## config.mk

```make
export PLATFORM = sky130hd
export DESIGN_NAME = adc_ctrl
export DESIGN_NICKNAME = d
export VERILOG_FILES = /design/src/adc_pkg.sv /design/src/adc_ctrl.sv /design/src/adc_timer.sv
export VERILOG_INCLUDE_DIRS = /design/src
export SDC_FILE = /design/constraint.sdc
export NUM_CORES = 1
export LEC_CHECK = 0
export ABC_CLOCK_PERIOD_IN_PS = 5500
export BUFFER_PORTS_ARGS = -buffer_cell sky130_fd_sc_hd__buf_4
export CAP_MARGIN = 20
export CORE_ASPECT_RATIO = 0.9
export CORE_MARGIN = 2
export CORE_UTILIZATION = 54
export CTS_CLUSTER_DIAMETER = 200
export DETAILED_ROUTE_END_ITERATION = 8
export GPL_TIMING_DRIVEN = 0
export HOLD_SLACK_MARGIN = 0.05
export PLACE_DENSITY = 0.81
export REMOVE_ABC_BUFFERS = 1
export SETUP_SLACK_MARGIN = 0.2
export SYNTH_ARGS = -nofsm -noshare
export SYNTH_HDL_FRONTEND = slang
export SYNTH_HIERARCHICAL = 1
export SYNTH_SLANG_ARGS = --single-unit
```

## constraint.sdc

```tcl
create_clock -name ref_clk -period 5.5 [get_ports ref_clk]
set_input_delay 1.1 -clock ref_clk [delete_from_list [all_inputs] [get_ports ref_clk]]
set_output_delay 1.1 -clock ref_clk [all_outputs]
set_load 0.02 [all_outputs]
```

## src/adc_types_map.svh

```systemverilog
// Timing counts and field positions for the asynchronous DRAM controller.
// Assumes a 50 MHz reference clock (20 ns period).
`ifndef ADC_TYPES_MAP_SVH
`define ADC_TYPES_MAP_SVH
`define ADC_CLK_NS 20
`define ADC_ROW_W 10
`define ADC_COL_W 10
`define ADC_ADDR_W 20
`define ADC_DATA_W 4
`define ADC_PWRUP_NS 2000000
`define ADC_PWRUP_CYC ((`ADC_PWRUP_NS + `ADC_CLK_NS - 1) / `ADC_CLK_NS)
`define ADC_IDLE_NS 16000000
`define ADC_IDLE_CYC (`ADC_IDLE_NS / `ADC_CLK_NS)
`define ADC_WAKE_CYCLES 8
`define ADC_REF_NS 15600
`define ADC_REF_CYC (`ADC_REF_NS / `ADC_CLK_NS)
`define ADC_RASP_NS 200000
`define ADC_RASP_CYC (`ADC_RASP_NS / `ADC_CLK_NS)
// Least times in cycles (rounded up)
`define ADC_TRCD_CYC 2
`define ADC_TRAS_CYC 5
`define ADC_TRP_CYC 4
`define ADC_TCAS_CYC 2
`define ADC_TCP_CYC 1
`define ADC_TCWD_CYC 3
`define ADC_TWP_CYC 1
`define ADC_TRWL_CYC 1
`endif

```

## src/adc_pkg.sv

```systemverilog
// Types shared by the asynchronous DRAM controller.
// Assumes adc_types_map.svh is on the include path.
`include "adc_types_map.svh"
package adc_pkg;
  typedef logic [`ADC_ADDR_W-1:0] adc_addr_t;
  typedef logic [`ADC_DATA_W-1:0] adc_data_t;
  typedef enum logic [1:0] {
    ADC_OP_READ = 2'h0,
    ADC_OP_EARLY_WRITE = 2'h1,
    ADC_OP_LATE_WRITE = 2'h2,
    ADC_OP_READ_WRITE = 2'h3
  } adc_op_t;
endpackage : adc_pkg

```

## src/adc_ctrl.sv

```systemverilog
// Controller driving a 1M x 4 asynchronous DRAM through its pins.
// Assumes pin inputs synchronous to ref_clk; data pins split into in/out/oe.
`timescale 1ns/1ns
`default_nettype none
`include "adc_types_map.svh"
// Summary of operation
// After reset wait power-up pause, then eight row-strobe cycles.
// After idle beyond the long interval, issue eight wakeup row cycles.
// Row field on row-strobe fall, column field on column-strobe fall.
// Row strobe falls first; column strobe follows after row-to-column delay.
// Device ignores column strobe until row address hold met.
// Reads hold write strobe high before and through the column strobe.
// Read data valid once column strobe and output gate are asserted.
// Device drives data only while column strobe and gate both low.
// Strobes keep minimum widths; row strobe precharges before next cycle.
// Early write: write strobe low before column strobe; data then captured. Here both strobes fall on the same edge.
// Device keeps outputs off during early write.
// Late write: gate high, write strobe falls after column strobe.
// Keep both strobes low for their lead times after write strobe falls.
// Read-write: read after column fall, then write same location.
// Page mode: row held low, each column fall opens new column.
// Column precharge between page cycles; operations mixed freely.
// End page by raising row strobe after column; bound page duration.
// Refresh one row every distributed refresh interval.
// Burst refresh alternative; this design uses distributed refresh.
// Any normal access refreshes its whole row.
// Row-only refresh with column high, rows from own counter.
// Column-before-row refresh uses internal counter; not issued here.
// Hidden refresh keeps column low while row cycles; not issued here.
// Four data bits move in parallel per access.
module adc_ctrl (
  input wire logic ref_clk,
  input wire logic reset,
  input wire logic req_valid,
  input wire adc_pkg::adc_op_t req_op,
  input wire adc_pkg::adc_addr_t req_addr,
  input wire adc_pkg::adc_data_t req_wdata,
  input wire logic req_page,
  output logic req_ready,
  output logic rsp_valid,
  output adc_pkg::adc_data_t rsp_rdata,
  output logic init_done,
  output logic ras_n,
  output logic cas_n,
  output logic we_n,
  output logic oe_n,
  output logic [9:0] address_pins,
  input wire logic [3:0] data_pins_in,
  output logic [3:0] data_pins_out,
  output logic data_pins_oe_n
);
  import adc_pkg::*;

  typedef enum logic [10:0] {
    ST_PWRUP = 11'h001,
    ST_WAKE_LOW = 11'h002,
    ST_WAKE_HIGH = 11'h004,
    ST_IDLE = 11'h008,
    ST_ROW = 11'h010,
    ST_COL = 11'h020,
    ST_LATE = 11'h040,
    ST_WHOLD = 11'h080,
    ST_CASPRE = 11'h100,
    ST_PRECH = 11'h200,
    ST_REF = 11'h400
  } adc_state_t;

  adc_state_t st_q, st_d;
  logic ras_n_q, cas_n_q, we_n_q, oe_n_q, doe_n_q;
  logic [9:0] addr_q;
  logic [3:0] dout_q, rdata_q;
  logic ready_q, rsp_q, init_q;
  logic [3:0] wake_q;
  logic [9:0] ref_row_q;
  logic [23:0] ref_cnt_q, idle_cnt_q, page_cnt_q;
  adc_op_t op_q;
  logic [9:0] col_q, addr_row_q;
  logic [3:0] wd_q;
  logic page_q, start_q, ref_pend_q;
  adc_op_t op_n;

  logic t_load;
  logic [23:0] t_val;
  logic t_done;

  adc_timer u_timer (
    .ref_clk(ref_clk),
    .reset(reset),
    .load(t_load),
    .value(t_val),
    .done(t_done)
  );

  function automatic logic [23:0] cyc(input int n);
    cyc = 24'(n);
  endfunction : cyc

  wire ref_due = ref_pend_q;
  wire ref_quiet = !ref_pend_q && (ref_cnt_q != 24'h000000);
  wire idle_long = (idle_cnt_q >= cyc(`ADC_IDLE_CYC));
  wire page_ok = (page_cnt_q < cyc(`ADC_RASP_CYC - 64));
  wire take = (st_q == ST_IDLE) && req_valid && ready_q;
  wire page_take = (st_q == ST_CASPRE) && t_done && req_valid && ready_q &&
    page_q && req_page && (req_addr[19:10] == addr_row_q);
  // A page access uses its new operation and data at the strobe edge
  assign op_n = page_take ? req_op : op_q;
  wire [3:0] wd_n = page_take ? req_wdata : wd_q;
  wire is_wr_early = (op_n == ADC_OP_EARLY_WRITE);
  wire is_late = (op_q == ADC_OP_LATE_WRITE) || (op_q == ADC_OP_READ_WRITE);

  always_comb begin
    st_d = st_q;
    t_load = 1'b0;
    t_val = 24'h000000;
    case (st_q)
      ST_PWRUP: begin
        if (!start_q) begin
          t_load = 1'b1;
          t_val = cyc(`ADC_PWRUP_CYC);
        end else if (t_done) begin
          st_d = ST_WAKE_LOW;
          t_load = 1'b1;
          t_val = cyc(`ADC_TRAS_CYC);
        end
      end
      ST_WAKE_LOW: begin
        if (t_done) begin
          st_d = ST_WAKE_HIGH;
          t_load = 1'b1;
          t_val = cyc(`ADC_TRP_CYC);
        end
      end
      ST_WAKE_HIGH: begin
        if (t_done) begin
          st_d = (wake_q == 4'h1) ? ST_IDLE : ST_WAKE_LOW;
          t_load = 1'b1;
          t_val = cyc(`ADC_TRAS_CYC);
        end
      end
      ST_IDLE: begin
        if (take) begin
          st_d = ST_ROW;
          t_load = 1'b1;
          t_val = cyc(`ADC_TRCD_CYC);
        end else if (idle_long) begin
          st_d = ST_WAKE_LOW;
          t_load = 1'b1;
          t_val = cyc(`ADC_TRAS_CYC);
        end else if (ref_due) begin
          st_d = ST_REF;
          t_load = 1'b1;
          t_val = cyc(`ADC_TRAS_CYC);
        end
      end
      ST_ROW: begin
        if (t_done) begin
          st_d = ST_COL;
          t_load = 1'b1;
          t_val = cyc(`ADC_TRAS_CYC);
        end
      end
      ST_COL: begin
        if (t_done) begin
          st_d = is_late ? ST_LATE : ST_WHOLD;
          t_load = 1'b1;
          t_val = is_late ? cyc(`ADC_TCWD_CYC) : cyc(`ADC_TRWL_CYC);
        end
      end
      ST_LATE: begin
        if (t_done) begin
          st_d = ST_WHOLD;
          t_load = 1'b1;
          t_val = cyc(`ADC_TRWL_CYC + `ADC_TWP_CYC);
        end
      end
      ST_WHOLD: begin
        if (t_done) begin
          st_d = ST_CASPRE;
          t_load = 1'b1;
          t_val = cyc(`ADC_TCP_CYC);
        end
      end
      ST_CASPRE: begin
        if (page_take) begin
          st_d = ST_COL;
          t_load = 1'b1;
          t_val = cyc(`ADC_TCAS_CYC);
        end else if (t_done) begin
          st_d = ST_PRECH;
          t_load = 1'b1;
          t_val = cyc(`ADC_TRP_CYC);
        end
      end
      ST_PRECH: begin
        if (t_done) begin
          st_d = ST_IDLE;
        end
      end
      ST_REF: begin
        if (t_done) begin
          st_d = ST_PRECH;
          t_load = 1'b1;
          t_val = cyc(`ADC_TRP_CYC);
        end
      end
      default: begin
        st_d = ST_PWRUP;
      end
    endcase
  end

  always_ff @(posedge ref_clk or posedge reset) begin
    if (reset) begin
      st_q <= ST_PWRUP;
    end else begin
      st_q <= st_d;
    end
  end

  // Power-up pause is loaded on the first edge after reset release
  always_ff @(posedge ref_clk or posedge reset) begin
    if (reset) begin
      start_q <= 1'b0;
    end else begin
      start_q <= 1'b1;
    end
  end

  always_ff @(posedge ref_clk or posedge reset) begin
    if (reset) begin
      wake_q <= 4'h0;
      init_q <= 1'b0;
      idle_cnt_q <= 24'h000000;
      ref_cnt_q <= 24'h000000;
      ref_row_q <= 10'h000;
      page_cnt_q <= 24'h000000;
      ref_pend_q <= 1'b0;
    end else begin
      if ((st_q == ST_PWRUP) || (st_q == ST_IDLE && st_d == ST_WAKE_LOW)) begin
        wake_q <= 4'(`ADC_WAKE_CYCLES);
      end else if (st_q == ST_WAKE_HIGH && t_done) begin
        wake_q <= wake_q - 4'h1;
      end
      if (st_q == ST_WAKE_HIGH && t_done && wake_q == 4'h1) begin
        init_q <= 1'b1;
      end
      if (st_q == ST_IDLE) begin
        idle_cnt_q <= idle_long ? 24'h000000 : idle_cnt_q + 24'h000001;
      end else begin
        idle_cnt_q <= 24'h000000;
      end
      // Free-running interval keeps the average; a late refresh stays pending
      if (!init_q || ref_cnt_q == 24'h000000) begin
        ref_cnt_q <= cyc(`ADC_REF_CYC - 1);
      end else begin
        ref_cnt_q <= ref_cnt_q - 24'h000001;
      end
      if (init_q && ref_cnt_q == 24'h000000) begin
        ref_pend_q <= 1'b1;
      end else if (st_q == ST_REF && st_d == ST_PRECH) begin
        ref_pend_q <= 1'b0;
      end
      if (st_q == ST_REF && st_d == ST_PRECH) begin
        ref_row_q <= ref_row_q + 10'h001;
      end
      if (st_q == ST_ROW) begin
        page_cnt_q <= 24'h000000;
      end else if (!ras_n_q) begin
        page_cnt_q <= page_cnt_q + 24'h000001;
      end
    end
  end

  wire pulse_row = (st_q == ST_IDLE) && take;
  wire row_strobe_low = (st_d == ST_WAKE_LOW) || (st_d == ST_ROW) ||
    (st_d == ST_COL) || (st_d == ST_LATE) || (st_d == ST_WHOLD) ||
    (st_d == ST_CASPRE) || (st_d == ST_REF);
  wire col_strobe_low = (st_d == ST_COL) || (st_d == ST_LATE) ||
    (st_d == ST_WHOLD);
  wire col_edge = col_strobe_low && cas_n_q;
  wire late_edge = (st_q == ST_LATE) && (st_d == ST_WHOLD);
  wire [9:0] addr_d = (st_d == ST_REF) ? ref_row_q :
    pulse_row ? req_addr[19:10] :
    page_take ? req_addr[9:0] :
    (st_d == ST_COL) ? col_q : addr_q;

  always_ff @(posedge ref_clk or posedge reset) begin
    if (reset) begin
      ras_n_q <= 1'b1;
      cas_n_q <= 1'b1;
      we_n_q <= 1'b1;
      oe_n_q <= 1'b1;
      doe_n_q <= 1'b1;
      addr_q <= 10'h000;
      dout_q <= 4'h0;
      rdata_q <= 4'h0;
      ready_q <= 1'b0;
      rsp_q <= 1'b0;
      op_q <= ADC_OP_READ;
      col_q <= 10'h000;
      addr_row_q <= 10'h000;
      wd_q <= 4'h0;
      page_q <= 1'b0;
    end else begin
      ras_n_q <= !row_strobe_low;
      cas_n_q <= !col_strobe_low;
      addr_q <= addr_d;
      if (pulse_row || page_take) begin
        op_q <= req_op;
        col_q <= req_addr[9:0];
        addr_row_q <= req_addr[19:10];
        wd_q <= req_wdata;
        page_q <= req_page;
      end
      ready_q <= init_q && ref_quiet && (st_d == ST_IDLE ||
        (st_q == ST_CASPRE && st_d == ST_CASPRE && page_q && page_ok));

      if (col_edge && is_wr_early) begin
        we_n_q <= 1'b0;
      end else if (late_edge) begin
        we_n_q <= 1'b0;
      end else if (st_d == ST_CASPRE || st_d == ST_PRECH) begin
        we_n_q <= 1'b1;
      end
      // Gate low for reads, set high on the same edge as a late write strobe
      if (st_d == ST_COL && op_n != ADC_OP_EARLY_WRITE &&
          op_n != ADC_OP_LATE_WRITE) begin
        oe_n_q <= 1'b0;
      end else if ((st_q == ST_LATE && st_d == ST_WHOLD) ||
          st_d == ST_CASPRE || st_d == ST_PRECH || st_d == ST_IDLE) begin
        oe_n_q <= 1'b1;
      end
      if ((col_edge && is_wr_early) || late_edge) begin
        dout_q <= wd_n;
        doe_n_q <= 1'b0;
      end else if (st_d == ST_CASPRE || st_d == ST_PRECH) begin
        doe_n_q <= 1'b1;
      end
      // Sample read data at column strobe end, or just before late write
      rsp_q <= (st_q == ST_WHOLD) && (st_d == ST_CASPRE);
      if (((st_q == ST_WHOLD && st_d == ST_CASPRE) && op_q == ADC_OP_READ) ||
          (late_edge && op_q == ADC_OP_READ_WRITE)) begin
        rdata_q <= data_pins_in;
      end
    end
  end

  assign ras_n = ras_n_q;
  assign cas_n = cas_n_q;
  assign we_n = we_n_q;
  assign oe_n = oe_n_q;
  assign address_pins = addr_q;
  assign data_pins_out = dout_q;
  assign data_pins_oe_n = doe_n_q;
  assign req_ready = ready_q;
  assign rsp_valid = rsp_q;
  assign rsp_rdata = rdata_q;
  assign init_done = init_q;
endmodule : adc_ctrl
`default_nettype wire

```

## src/adc_timer.sv

```systemverilog
// Down-counting delay timer used by the controller sequencer.
// Assumes a synchronous load and one count per clock.
`timescale 1ns/1ns
`default_nettype none
module adc_timer (
  input wire logic ref_clk,
  input wire logic reset,
  input wire logic load,
  input wire logic [23:0] value,
  output logic done
);
  logic [23:0] cnt_q;
  always_ff @(posedge ref_clk or posedge reset) begin
    if (reset) begin
      cnt_q <= 24'h000000;
    end else if (load) begin
      cnt_q <= value;
    end else if (cnt_q != 24'h000000) begin
      cnt_q <= cnt_q - 24'h000001;
    end
  end
  assign done = (cnt_q == 24'h000000);
endmodule : adc_timer
`default_nettype wire

```

---- Yosys cells after proc, flatten, opt, wreduce, memory -nomap -nowiden ----
Cells that the tools add are included.
storage, ports and cells
  register bits after elaboration ......... 176
  latch bits .............................. 0
  bits in writable memories ............... 0
  ROM bits ................................ 0
  input bits .............................. 34
  output and inout port bits .............. 26
  memories kept ........................... 0
operators by class
  add/sub/neg operators ................... 6
  $mul .................................... 0
  div/mod/pow operators ................... 0
  magnitude comparators ................... 2
  equal/unequal tests ..................... 28
  shift operators ......................... 0
  mux-type cells .......................... 59
  bitwise gates (word level) .............. 0
  reduce and logical (&&, ||, !) cells .... 66
operators by type and width
  kind                                                          count
  two-way mux 24 bit                                            7
  two-way mux 11 bit                                            14
  case mux 17 bit (8 select lines)                              1
  case mux 11 bit (11 select lines)                             1
  adder 24 x 1 -> 24 bit, second input constant                 2
  logical NOT 24 bit                                            2
  nonzero test 24 bit                                           2
  subtractor 24 x 1 -> 24 bit, second input constant            2
  two-way mux 10 bit                                            4
  logical AND 1 bit                                             28
  >= comparator 24 x 20 -> 1 bit, second input constant         1
  less-than comparator 24 x 14 -> 1 bit, second input constant  1
  == test 11 x 10 -> 1 bit, second input constant               2
  == test 11 bit, second input constant                         2
  == test 11 x 2 -> 1 bit, second input constant                2
  == test 11 x 4 -> 1 bit, second input constant                2
  == test 11 x 5 -> 1 bit, second input constant                2
  == test 11 x 6 -> 1 bit, second input constant                2
  == test 11 x 7 -> 1 bit, second input constant                2
  == test 11 x 8 -> 1 bit, second input constant                2
  == test 11 x 9 -> 1 bit, second input constant                2
  logical OR 1 bit                                              19
  two-way mux 3 bit                                             6
  two-way mux 17 bit                                            1
  other kinds (22)                                              52

---- Depth between registers and ports, before layout ----
Gate-level depths: netlist of run 1.
  word-level depth ........................ 17
  mapped depth ............................ 17
  mapped depth without buffers ............ 15

---- Modules after synthesis ----
The synthesis of run 1 kept the hierarchy.
by module, submodules not included
  module     instances  cells an instance  area each (µm²)
  adc_ctrl   1          789                7,821.3
  adc_timer  1          154                1,472.7

---- Least setup slack after synthesis of run 1 ----
Ideal clock, no wire load.
  path type ............................... register to register
  start ................................... register u_timer.cnt_q[5]
  end ..................................... register u_timer.cnt_q[12]
  data arrival time ....................... 3.711 ns
  slack ................................... 1.671 ns
  stages on the path, launching flop included .. 16
  period minus slack after synthesis ...... 3.829 ns
  path through ............................ dfrtp_1 or3_1 buf_6 or2_2 nor3_1 and3_1 nand4_1 or4_1 o21ai_2 buf_2 a211oi_1 o21ai_0 clkbuf_1 inv_1 clkbuf_1 o21a_1
between the ends
  cells in the longest elaborated chain, start to end .. 10
  elaborated cells between the ends (all ways) .. 16
  classes of those cells .................. add/sub: 1; mux: 6; reduce/logical: 9
RTL lines
  what                                                      RTL line         source
  start, declared                                           adc_timer.sv:12  logic [23:0] cnt_q;
  start signal, assigned                                    adc_timer.sv:17  cnt_q <= value;
  start signal, assigned                                    adc_timer.sv:19  cnt_q <= cnt_q - 24'h000001;
  logical NOT 24 bit (*)                                    adc_timer.sv:22  assign done = (cnt_q == 24'h000000);
  net t_done                                                adc_ctrl.sv:84   logic t_done;
  logical AND 1 bit (4 in series)                           adc_ctrl.sv:103  wire page_take = (st_q == ST_CASPRE) && t_done && req_valid && ready_q &&
  logical AND 1 bit (2 in series)                           adc_ctrl.sv:104  page_q && req_page && (req_addr[19:10] == addr_row_q);
  two-way mux 1 bit                                         adc_ctrl.sv:184  if (page_take) begin
  case mux 1 bit (4 select lines) (*)                       adc_ctrl.sv:115  case (st_q)
  net t_load                                                adc_ctrl.sv:82   logic t_load;
  two-way mux 24 bit or nonzero test 2 bit (tied branches)  n/a
The timed path passes the listed nets; every way through them passes the cells marked *. The select of a mux whose other input is x is not followed.
A chain may end at the register's enable or synchronous reset.

---- Worst setup path after layout of run 1 ----
  start ................................... register u_timer.cnt_q[12]
  end ..................................... register ras_n_q (netlist: ras_n)
between the ends
  cells in the longest elaborated chain, start to end .. 17
  elaborated cells between the ends (all ways) .. 33
  classes of those cells .................. eq/ne: 7; mux: 12; reduce/logical: 14
RTL lines
  what                                                                RTL line         source
  logical NOT 24 bit (*)                                              adc_timer.sv:22
  net t_done                                                          adc_ctrl.sv:84
  logical AND 1 bit (4 in series)                                     adc_ctrl.sv:103
  logical AND 1 bit (2 in series)                                     adc_ctrl.sv:104
  two-way mux 11 bit                                                  adc_ctrl.sv:184
  case mux 11 bit (11 select lines) (*)                               adc_ctrl.sv:115
  net st_d[6]                                                         adc_ctrl.sv:68   adc_state_t st_q, st_d;
  == test 11 x 2 -> 1 bit or == test 11 x 5 -> 1 bit (tied branches)  adc_ctrl.sv:275  wire row_strobe_low = (st_d == ST_WAKE_LOW) || (st_d == ST_ROW) ||
  logical OR 1 bit (2 in series)                                      adc_ctrl.sv:275
  logical OR 1 bit (3 in series)                                      adc_ctrl.sv:276  (st_d == ST_COL) || (st_d == ST_LATE) || (st_d == ST_WHOLD) ||
  logical OR 1 bit (*)                                                adc_ctrl.sv:277  (st_d == ST_CASPRE) || (st_d == ST_REF);
  logical NOT 1 bit (*)                                               adc_ctrl.sv:305  ras_n_q <= !row_strobe_low;
  end signal, assigned                                                adc_ctrl.sv:305
  end, declared                                                       adc_ctrl.sv:69   logic ras_n_q, cas_n_q, we_n_q, oe_n_q, doe_n_q;
The timed path passes the listed nets; every way through them passes the cells marked *.

==> impl_metrics.py, run 1 <==
metrics = {
    "global_route": {
        "pin_count_of_the_biggest_net_entering_global_routing": 99,
        "globalRouteTotalUtil_pct": 23.4,
        "first_global_vias": 6975,
        "grt_pass1_wl_um": 34200,
        "grt_antenna_before_repair": 0,
        "grt.overflow.total": 0,
    },
    "clocking": {
        "sinks_on_the_clock_net": 175,
        "root_buffer": "clkbuf_16",
        "clk_latency_ns": 0.45,
        "clock_tree.htree_level_count": 4,
        "post_cts_buffers": 0,
        "tritoncts.num_buffers": 17,
        "cts-hold-fix-buffers": 0,
        "cts.repair.resized": 0,
        "clkTransAtPathRegs_ns": 0.07,
        "clockBufferDepth": 2,
        "clock_tree_from_tritoncts": "yes",
    },
    "sta": {
        "post-route-period-util_pct": 89.6,
        "finalSetupViolations": 0,
        "maxSlewViolCount": 0,
        "finalWorstSetupSlack_ns": 0.572,
        "unrepaired_setup_endpoints_after_global_routing": "no",
        "finalCriticalPeriod_ns": 4.93,
        "timing.clock.skew_ns": 0.0173,
        "fin_setup_tns_ns": 0,
        "least_margin_pin_slew_ns": 1.04,
        "worst_slew_margin_rel_pct": 30.4,
        "final_hold_viol_count": 0,
        "hold-worst-slack_ns": 0.465,
        "fmax_ghz": 0.203,
    },
    "setup_path": {
        "critical_path.reg2reg.startpoint": "u_timer/cnt_q[12]",
        "required_time_reported_for_the_critical_path_endpoint_ns": 5.77,
        "critical_path.n_buffers_inverters": 2,
        "end_kind": "flop",
        "worst-endpoint-arrival_ns": 5.19,
        "worstReg2RegEnd": "ras_n",
        "worstSetupStartpointType": "flop",
        "worst-path-max-fanout": 16,
        "crit_path_cell_trace": "nor4_1 > nand3_2 > nor3_2 > buf_6 > and3_1 > nand4_2 > o31ai_4 > a31oi_1 > a2111oi_4 > inv_1 > nor4b_1",
        "r2r.worst_path.cells": 11,
        "critical_path.max_stage_delay_ns": 0.73,
        "critical_path.top_delay_family": "simple AND/OR/NAND/NOR gates",
        "worst-r2r-setup-slack_ns": 0.57,
        "timing.critical_path.slowest_stage_cell": "nor4b_1",
        "worstSetupPathType": "reg -> reg",
    },
    "die": {
        "die_x_um": 142,
        "die_area_um2": 18300,
        "core_area_um2": 16800,
        "row_count": 45,
        "num_io_pins": 60,
        "die_h_um": 128,
        "initial_cell_density_of_the_core_pct": 55.2,
    },
    "logic_synthesis": {
        "netlist_top_cells_count": "dfrtp_1, nor2_1, nand2_1, xnor2_1, o21ai_0",
        "postSynth.asyncResetShare_pct": 100,
        "sequential_fraction_of_the_synthesis_area_pct": 47.2,
        "main_combinational_cell_family_by_area_after_synthesis": "simple AND/OR/NAND/NOR gates",
        "synth-edff-count": 0,
        "yosysTopAreaCellShare_pct": 45.8,
        "ys_seq_elements": 175,
        "mux_cell_area_share_after_synthesis_pct": 5.51,
        "postSynthAreaPerCell_um2": 9.86,
        "yosys.area_share.adder_pct": 1.35,
        "synthSimpleGateAreaFrac_pct": 22.5,
        "yosys.cell_count.top_type": "dfrtp_1",
        "post_synth_xor_area_fraction_pct": 8.95,
        "dominantRegCellSynth": "dfrtp_1",
        "synthesized_area_fraction_occupied_by_ao_oa_aoi_and_oai_cells_pct": 10.9,
        "synth.top_cells.by_area": "dfrtp_1, xnor2_1, nor2_1",
        "yosys_warnings": 6,
        "post_synth_num_cell_types": 73,
        "combined_area_of_all_synthesized_cells_um2": 9290,
        "postSynthCellCount": 943,
        "netlist.top_cell.by_area": "dfrtp_1",
    },
    "power_and_ir_drop": {
        "clkPwrFrac_pct": 44.4,
        "combinationalPowerShare_pct": 5.1,
        "ir_worst_vdd_mv": 0.208,
        "totalPowerFinal_mw": 2.64,
        "power.share.sequential_pct": 50.5,
        "pwr_density_cell_nw_per_um2": 250,
        "p_leak_nw": 4.54,
        "power.switching_fraction_pct": 25.5,
        "cellInternalPower_mw": 1.97,
        "power.switching_uw": 672,
    },
    "drt": {
        "routed_wire_length_per_instance_um": 16.4,
        "antenna_left": 0,
        "detail_route.wirelength_um": 20100,
        "initialDrtViolationCount": 526,
        "drt_first_pass_iters": 5,
        "drt_drc_violations_left": 0,
        "viasPerCell": 5.80,
        "vias": 7133,
    },
    "layout": {
        "final_core_util_pct": 62.8,
        "syn_to_final_growth_pct": 13.7,
        "multi_input_comb_area_um2": 4660,
        "num-nets-final": 1049,
        "post_route_cells_drive_above_1_share_pct": 17.2,
        "final-instance-count-excl-fill": 1229,
        "antenna-diode-count": 0,
        "finalInstanceArea_um2": 10600,
        "num-fill-cells": 1363,
        "storage_element_area_um2": 4390,
    },
    "place": {
        "port-buffer-count": 59,
        "gp_routability_congestion": 0.921,
        "place_area_um2": 9990,
        "preCtsSetupSlack_ns": 0.768,
        "placedCellCount": 1196,
        "dp.final_hpwl_um": 13600,
    },
    "min_path": {
        "timing.hold.worst.class": "reg -> reg",
        "worstHoldPathCells": 1,
        "holdCritStartpoint": "ref_cnt_q[0]",
        "worst_hold_path.endpoint": "ref_cnt_q[0]",
    },
    "outcome": {
        "run_status": "finished clean",
    },
    "job": {
        "maxCapViolations": 0,
    },
}
[registers in the layout, indices dropped and copies added, names as in the netlist, 10 cells and up]
| signal | count |
|---|---|
| idle_cnt_q | 24 |
| page_cnt_q | 24 |
| address_pins | 10 |
| u_timer/cnt_q | 24 |
| ref_cnt_q | 24 |
| ref_row_q | 10 |
| addr_row_q | 10 |
| col_q | 10 |
| st_q | 11 |
[logic make-up (layout without fill, tap and decap cells)]
kind of cell	after synthesis	count (layout)
other	2	20
XOR/XNOR	95	95
flip-flops	175	175
AO/OA/AOI/OAI	151	151
buffers and inverters	76	133
adder cells (fa/ha/maj)	10	10
multiplexers	47	47
AND/OR/NAND/NOR	387	387
[cell type report]
cell class,count,area share [%]
sequential,175,41.5
timing repair buffer,65,5.21
inverter,36,1.33
multi-input combinational,710,44.1
clock buffer,17,4.03
clock inverter,15,1.30
tap,211,2.50
[power by group through the flow]
stage / sequential (mW) / combinational, mW / clock [mW]
6_report: 1.33 / 0.134 / 1.17
5_1_grt: 1.33 / 0.153 / 1.24
2_1_floorplan: 1.35 / 0.0874 / 0
4_1_cts: 1.33 / 0.137 / 1.19
3_3_place_gp: 1.35 / 0.128 / 0
3_5_place_dp: 1.35 / 0.136 / 0
[how the worst max path moves through the flow]
stage                            startpoint                to  slack (ns)  cells after the start
final                     u_timer/cnt_q[12]             ras_n        0.57                     11
after global routing      u_timer/cnt_q[12]  u_timer/cnt_q[2]        0.29                     15
after CTS                 u_timer/cnt_q[12]             ras_n        0.72                     11
after detailed placement  u_timer/cnt_q[12]             ras_n        0.77                     11
after global placement    u_timer/cnt_q[12]  u_timer/cnt_q[2]       -2.75                     13
after floorplan            u_timer/cnt_q[5]  u_timer/cnt_q[2]       -0.43                     13
[per-layer routing]
metal  track usage (%)  vias up  routed length [µm]
li1                  -     3445                   -
met1              32.8     3479                9360
met2              35.9      179                9350
met3              6.81       30                1090
met4              6.53        0                 306
met5                 0        -                   0
[cell usage in the layout, fill, tap and decap left out, types with 18 or more instances in the layout]
| master | Yosys | final |
|---|---|---|
| mux2_2 | 28 | 28 |
| a21oi_1 | 18 | 18 |
| o21ai_0 | 51 | 50 |
| xnor2_1 | 61 | 61 |
| conb_1 | 2 | 20 |
| nand2_1 | 86 | 86 |
| buf_4 | 2 | 59 |
| nand4_1 | 26 | 26 |
| dfrtp_1 | 170 | 170 |
| nand3_1 | 24 | 24 |
| nor2_1 | 107 | 107 |
| inv_1 | 36 | 35 |
| or3_1 | 20 | 20 |
| xor2_1 | 34 | 34 |
Note: power is estimated with default switching activity, not from simulation.
==> run 2: changes to the inputs <==
- CTS_BUF_LIST: default -> sky130_fd_sc_hd__clkbuf_4
==> run 2 against run 1 <==
Sequential power barely moved. Critical path depth did not move. Clock skew rose by 0.013 ns. Non-clock buffer count did not move. First-iteration DRC count fell by 9.3%. Routed wire length fell by 3.8%. Register-to-register slack improved by 0.28 ns. Clock power fell by 39%. Core utilization fell by 1.7 points. Largest cell class unchanged. Largest power group unchanged. Highest routed layer unchanged.
==> impl_metrics.py, run 2 (synthesis results as in run 1) <==
metrics = {
    "place": {
        "preCtsSetupSlack_ns": 0.768,
        "port-buffer-count": 59,
        "dp.final_hpwl_um": 13600,
        "place_area_um2": 9990,
        "placedCellCount": 1196,
        "gp_routability_congestion": 0.921,
    },
    "layout": {
        "num-nets-final": 1049,
        "syn_to_final_growth_pct": 10.6,
        "post_route_cells_drive_above_1_share_pct": 17.2,
        "antenna-diode-count": 0,
        "layout_commonest_cell": "dfrtp_1",
        "finalInstanceArea_um2": 10300,
        "commonest_cells_after_routing_fill_and_taps_aside": "dfrtp_1, nor2_1, nand2_1, xnor2_1, buf_4",
        "final-instance-count-excl-fill": 1229,
        "final_core_util_pct": 61.0,
    },
    "drt": {
        "detailroute.wirelength.met2_um": 8810,
        "met3_wire_len_um": 1230,
        "routed_wire_length_per_instance_um": 15.7,
        "antenna_left": 0,
        "drt_drc_violations_left": 0,
        "detail_route.wirelength_um": 19300,
        "vias": 7072,
        "wirelength_met1_um": 9040,
        "initialDrtViolationCount": 477,
        "viasPerCell": 5.75,
        "drt_first_pass_iters": 5,
        "topRoutingLayerUsed": "met4",
    },
    "global_route": {
        "grt_pass1_wl_um": 33400,
        "grt_antenna_before_repair": 0,
        "pin_count_of_the_biggest_net_entering_global_routing": 99,
        "first_global_vias": 6925,
        "grt.overflow.total": 0,
        "globalRouteTotalUtil_pct": 22.6,
    },
    "clocking": {
        "clock_tree.htree_level_count": 4,
        "tritoncts.num_buffers": 17,
        "clock_tree_from_tritoncts": "yes",
        "post_cts_buffers": 0,
        "clkTransAtPathRegs_ns": 0.16,
        "clockBufferDepth": 2,
        "root_buffer": "clkbuf_4",
        "sinks_on_the_clock_net": 175,
        "clk_latency_ns": 0.59,
    },
    "die": {
        "initial_cell_density_of_the_core_pct": 55.2,
        "die_area_um2": 18300,
        "die_x_um": 142,
        "die_h_um": 128,
        "core_area_um2": 16800,
        "num_io_pins": 60,
        "row_count": 45,
    },
    "sta": {
        "hold-worst-slack_ns": 0.467,
        "post-route-period-util_pct": 84.5,
        "worst_slew_margin_rel_pct": 31.8,
        "finalWorstSetupSlack_ns": 0.852,
        "fin_setup_tns_ns": 0,
        "unrepaired_setup_endpoints_after_global_routing": "no",
        "final_hold_viol_count": 0,
        "finalCriticalPeriod_ns": 4.65,
        "maxSlewViolCount": 0,
        "finalSetupViolations": 0,
        "least_margin_pin_slew_ns": 1.02,
        "fmax_ghz": 0.215,
        "timing.clock.skew_ns": 0.0305,
    },
    "power_and_ir_drop": {
        "pwr_density_cell_nw_per_um2": 212,
        "p_leak_nw": 4.42,
        "totalPowerFinal_mw": 2.18,
        "ir_worst_vdd_mv": 0.126,
    },
    "setup_path": {
        "required_time_reported_for_the_critical_path_endpoint_ns": 5.92,
        "critical_path.top_delay_family": "simple AND/OR/NAND/NOR gates",
        "timing.critical_path.slowest_stage_cell": "nor4b_1",
        "critical_path.reg2reg.startpoint": "u_timer/cnt_q[12]",
        "worstReg2RegEnd": "ras_n",
        "worstSetupPathType": "reg -> reg",
        "worst_setup_path_startpoint": "u_timer/cnt_q[12]",
        "critical_path.max_stage_delay_ns": 0.66,
        "worstSetupStartpointType": "flop",
        "worst-path-max-fanout": 16,
        "critical_path.n_buffers_inverters": 2,
        "worst-endpoint-arrival_ns": 5.07,
        "worstSetupPathDepth": 11,
        "worst-r2r-setup-slack_ns": 0.85,
        "r2r.worst_path.cells": 11,
        "end_kind": "flop",
        "crit_path_cell_trace": "nor4_1 > nand3_2 > nor3_4 > buf_6 > and3_1 > nand4_2 > o31ai_4 > a31oi_1 > a2111oi_4 > inv_1 > nor4b_1",
        "crit_path_to": "ras_n",
    },
    "job": {
        "maxCapViolations": 0,
    },
    "outcome": {
        "run_status": "finished clean",
    },
    "min_path": {
        "timing.hold.worst.class": "reg -> reg",
    },
}
[run 2: worst min-delay path by stage]
stage / from / endpoint / depth (start not counted)
global placement: ref_cnt_q[0] / ref_cnt_q[0] / 1
floorplan: ref_cnt_q[0] / ref_cnt_q[0] / 1
detailed placement: ref_cnt_q[0] / ref_cnt_q[0] / 1
finish: ref_cnt_q[0] / ref_cnt_q[0] / 1
CTS: ref_cnt_q[0] / ref_cnt_q[0] / 1
global route: ref_cnt_q[0] / ref_cnt_q[0] / 1
[run 2: routing by layer]
metal	vias up	track usage, %
met5	-	0
met2	192	34.4
met3	21	5.95
met4	0	6.76
li1	3444	-
met1	3415	32.1
[run 2: repair_timing]
| item | CTS | global route |
|---|---|---|
| endpoints found under the setup margin | 0 | 1 |
| hold buffers | 0 | 0 |
| resized for setup | 0 | 1 |
[run 2: layout make-up]
| class | instances | area [µm²] |
|---|---|---|
| Clock buffer | 17 | 128 |
| Clock inverter | 15 | 138 |
| Fill cell | 1402 | 6560 |
| Inverter | 36 | 140 |
| Multi-Input combinational cell | 710 | 4670 |
| Sequential cell | 175 | 4390 |
| Tap cell | 211 | 264 |
| Timing Repair Buffer | 65 | 551 |
[run 2: power by group]
part           leakage (nW)  switching (mW)  total [mW]  internal, mW
Clock                 0.144           0.509       0.711         0.202
Combinational          2.05          0.0766       0.134        0.0572
Sequential             2.23          0.0230        1.33          1.31
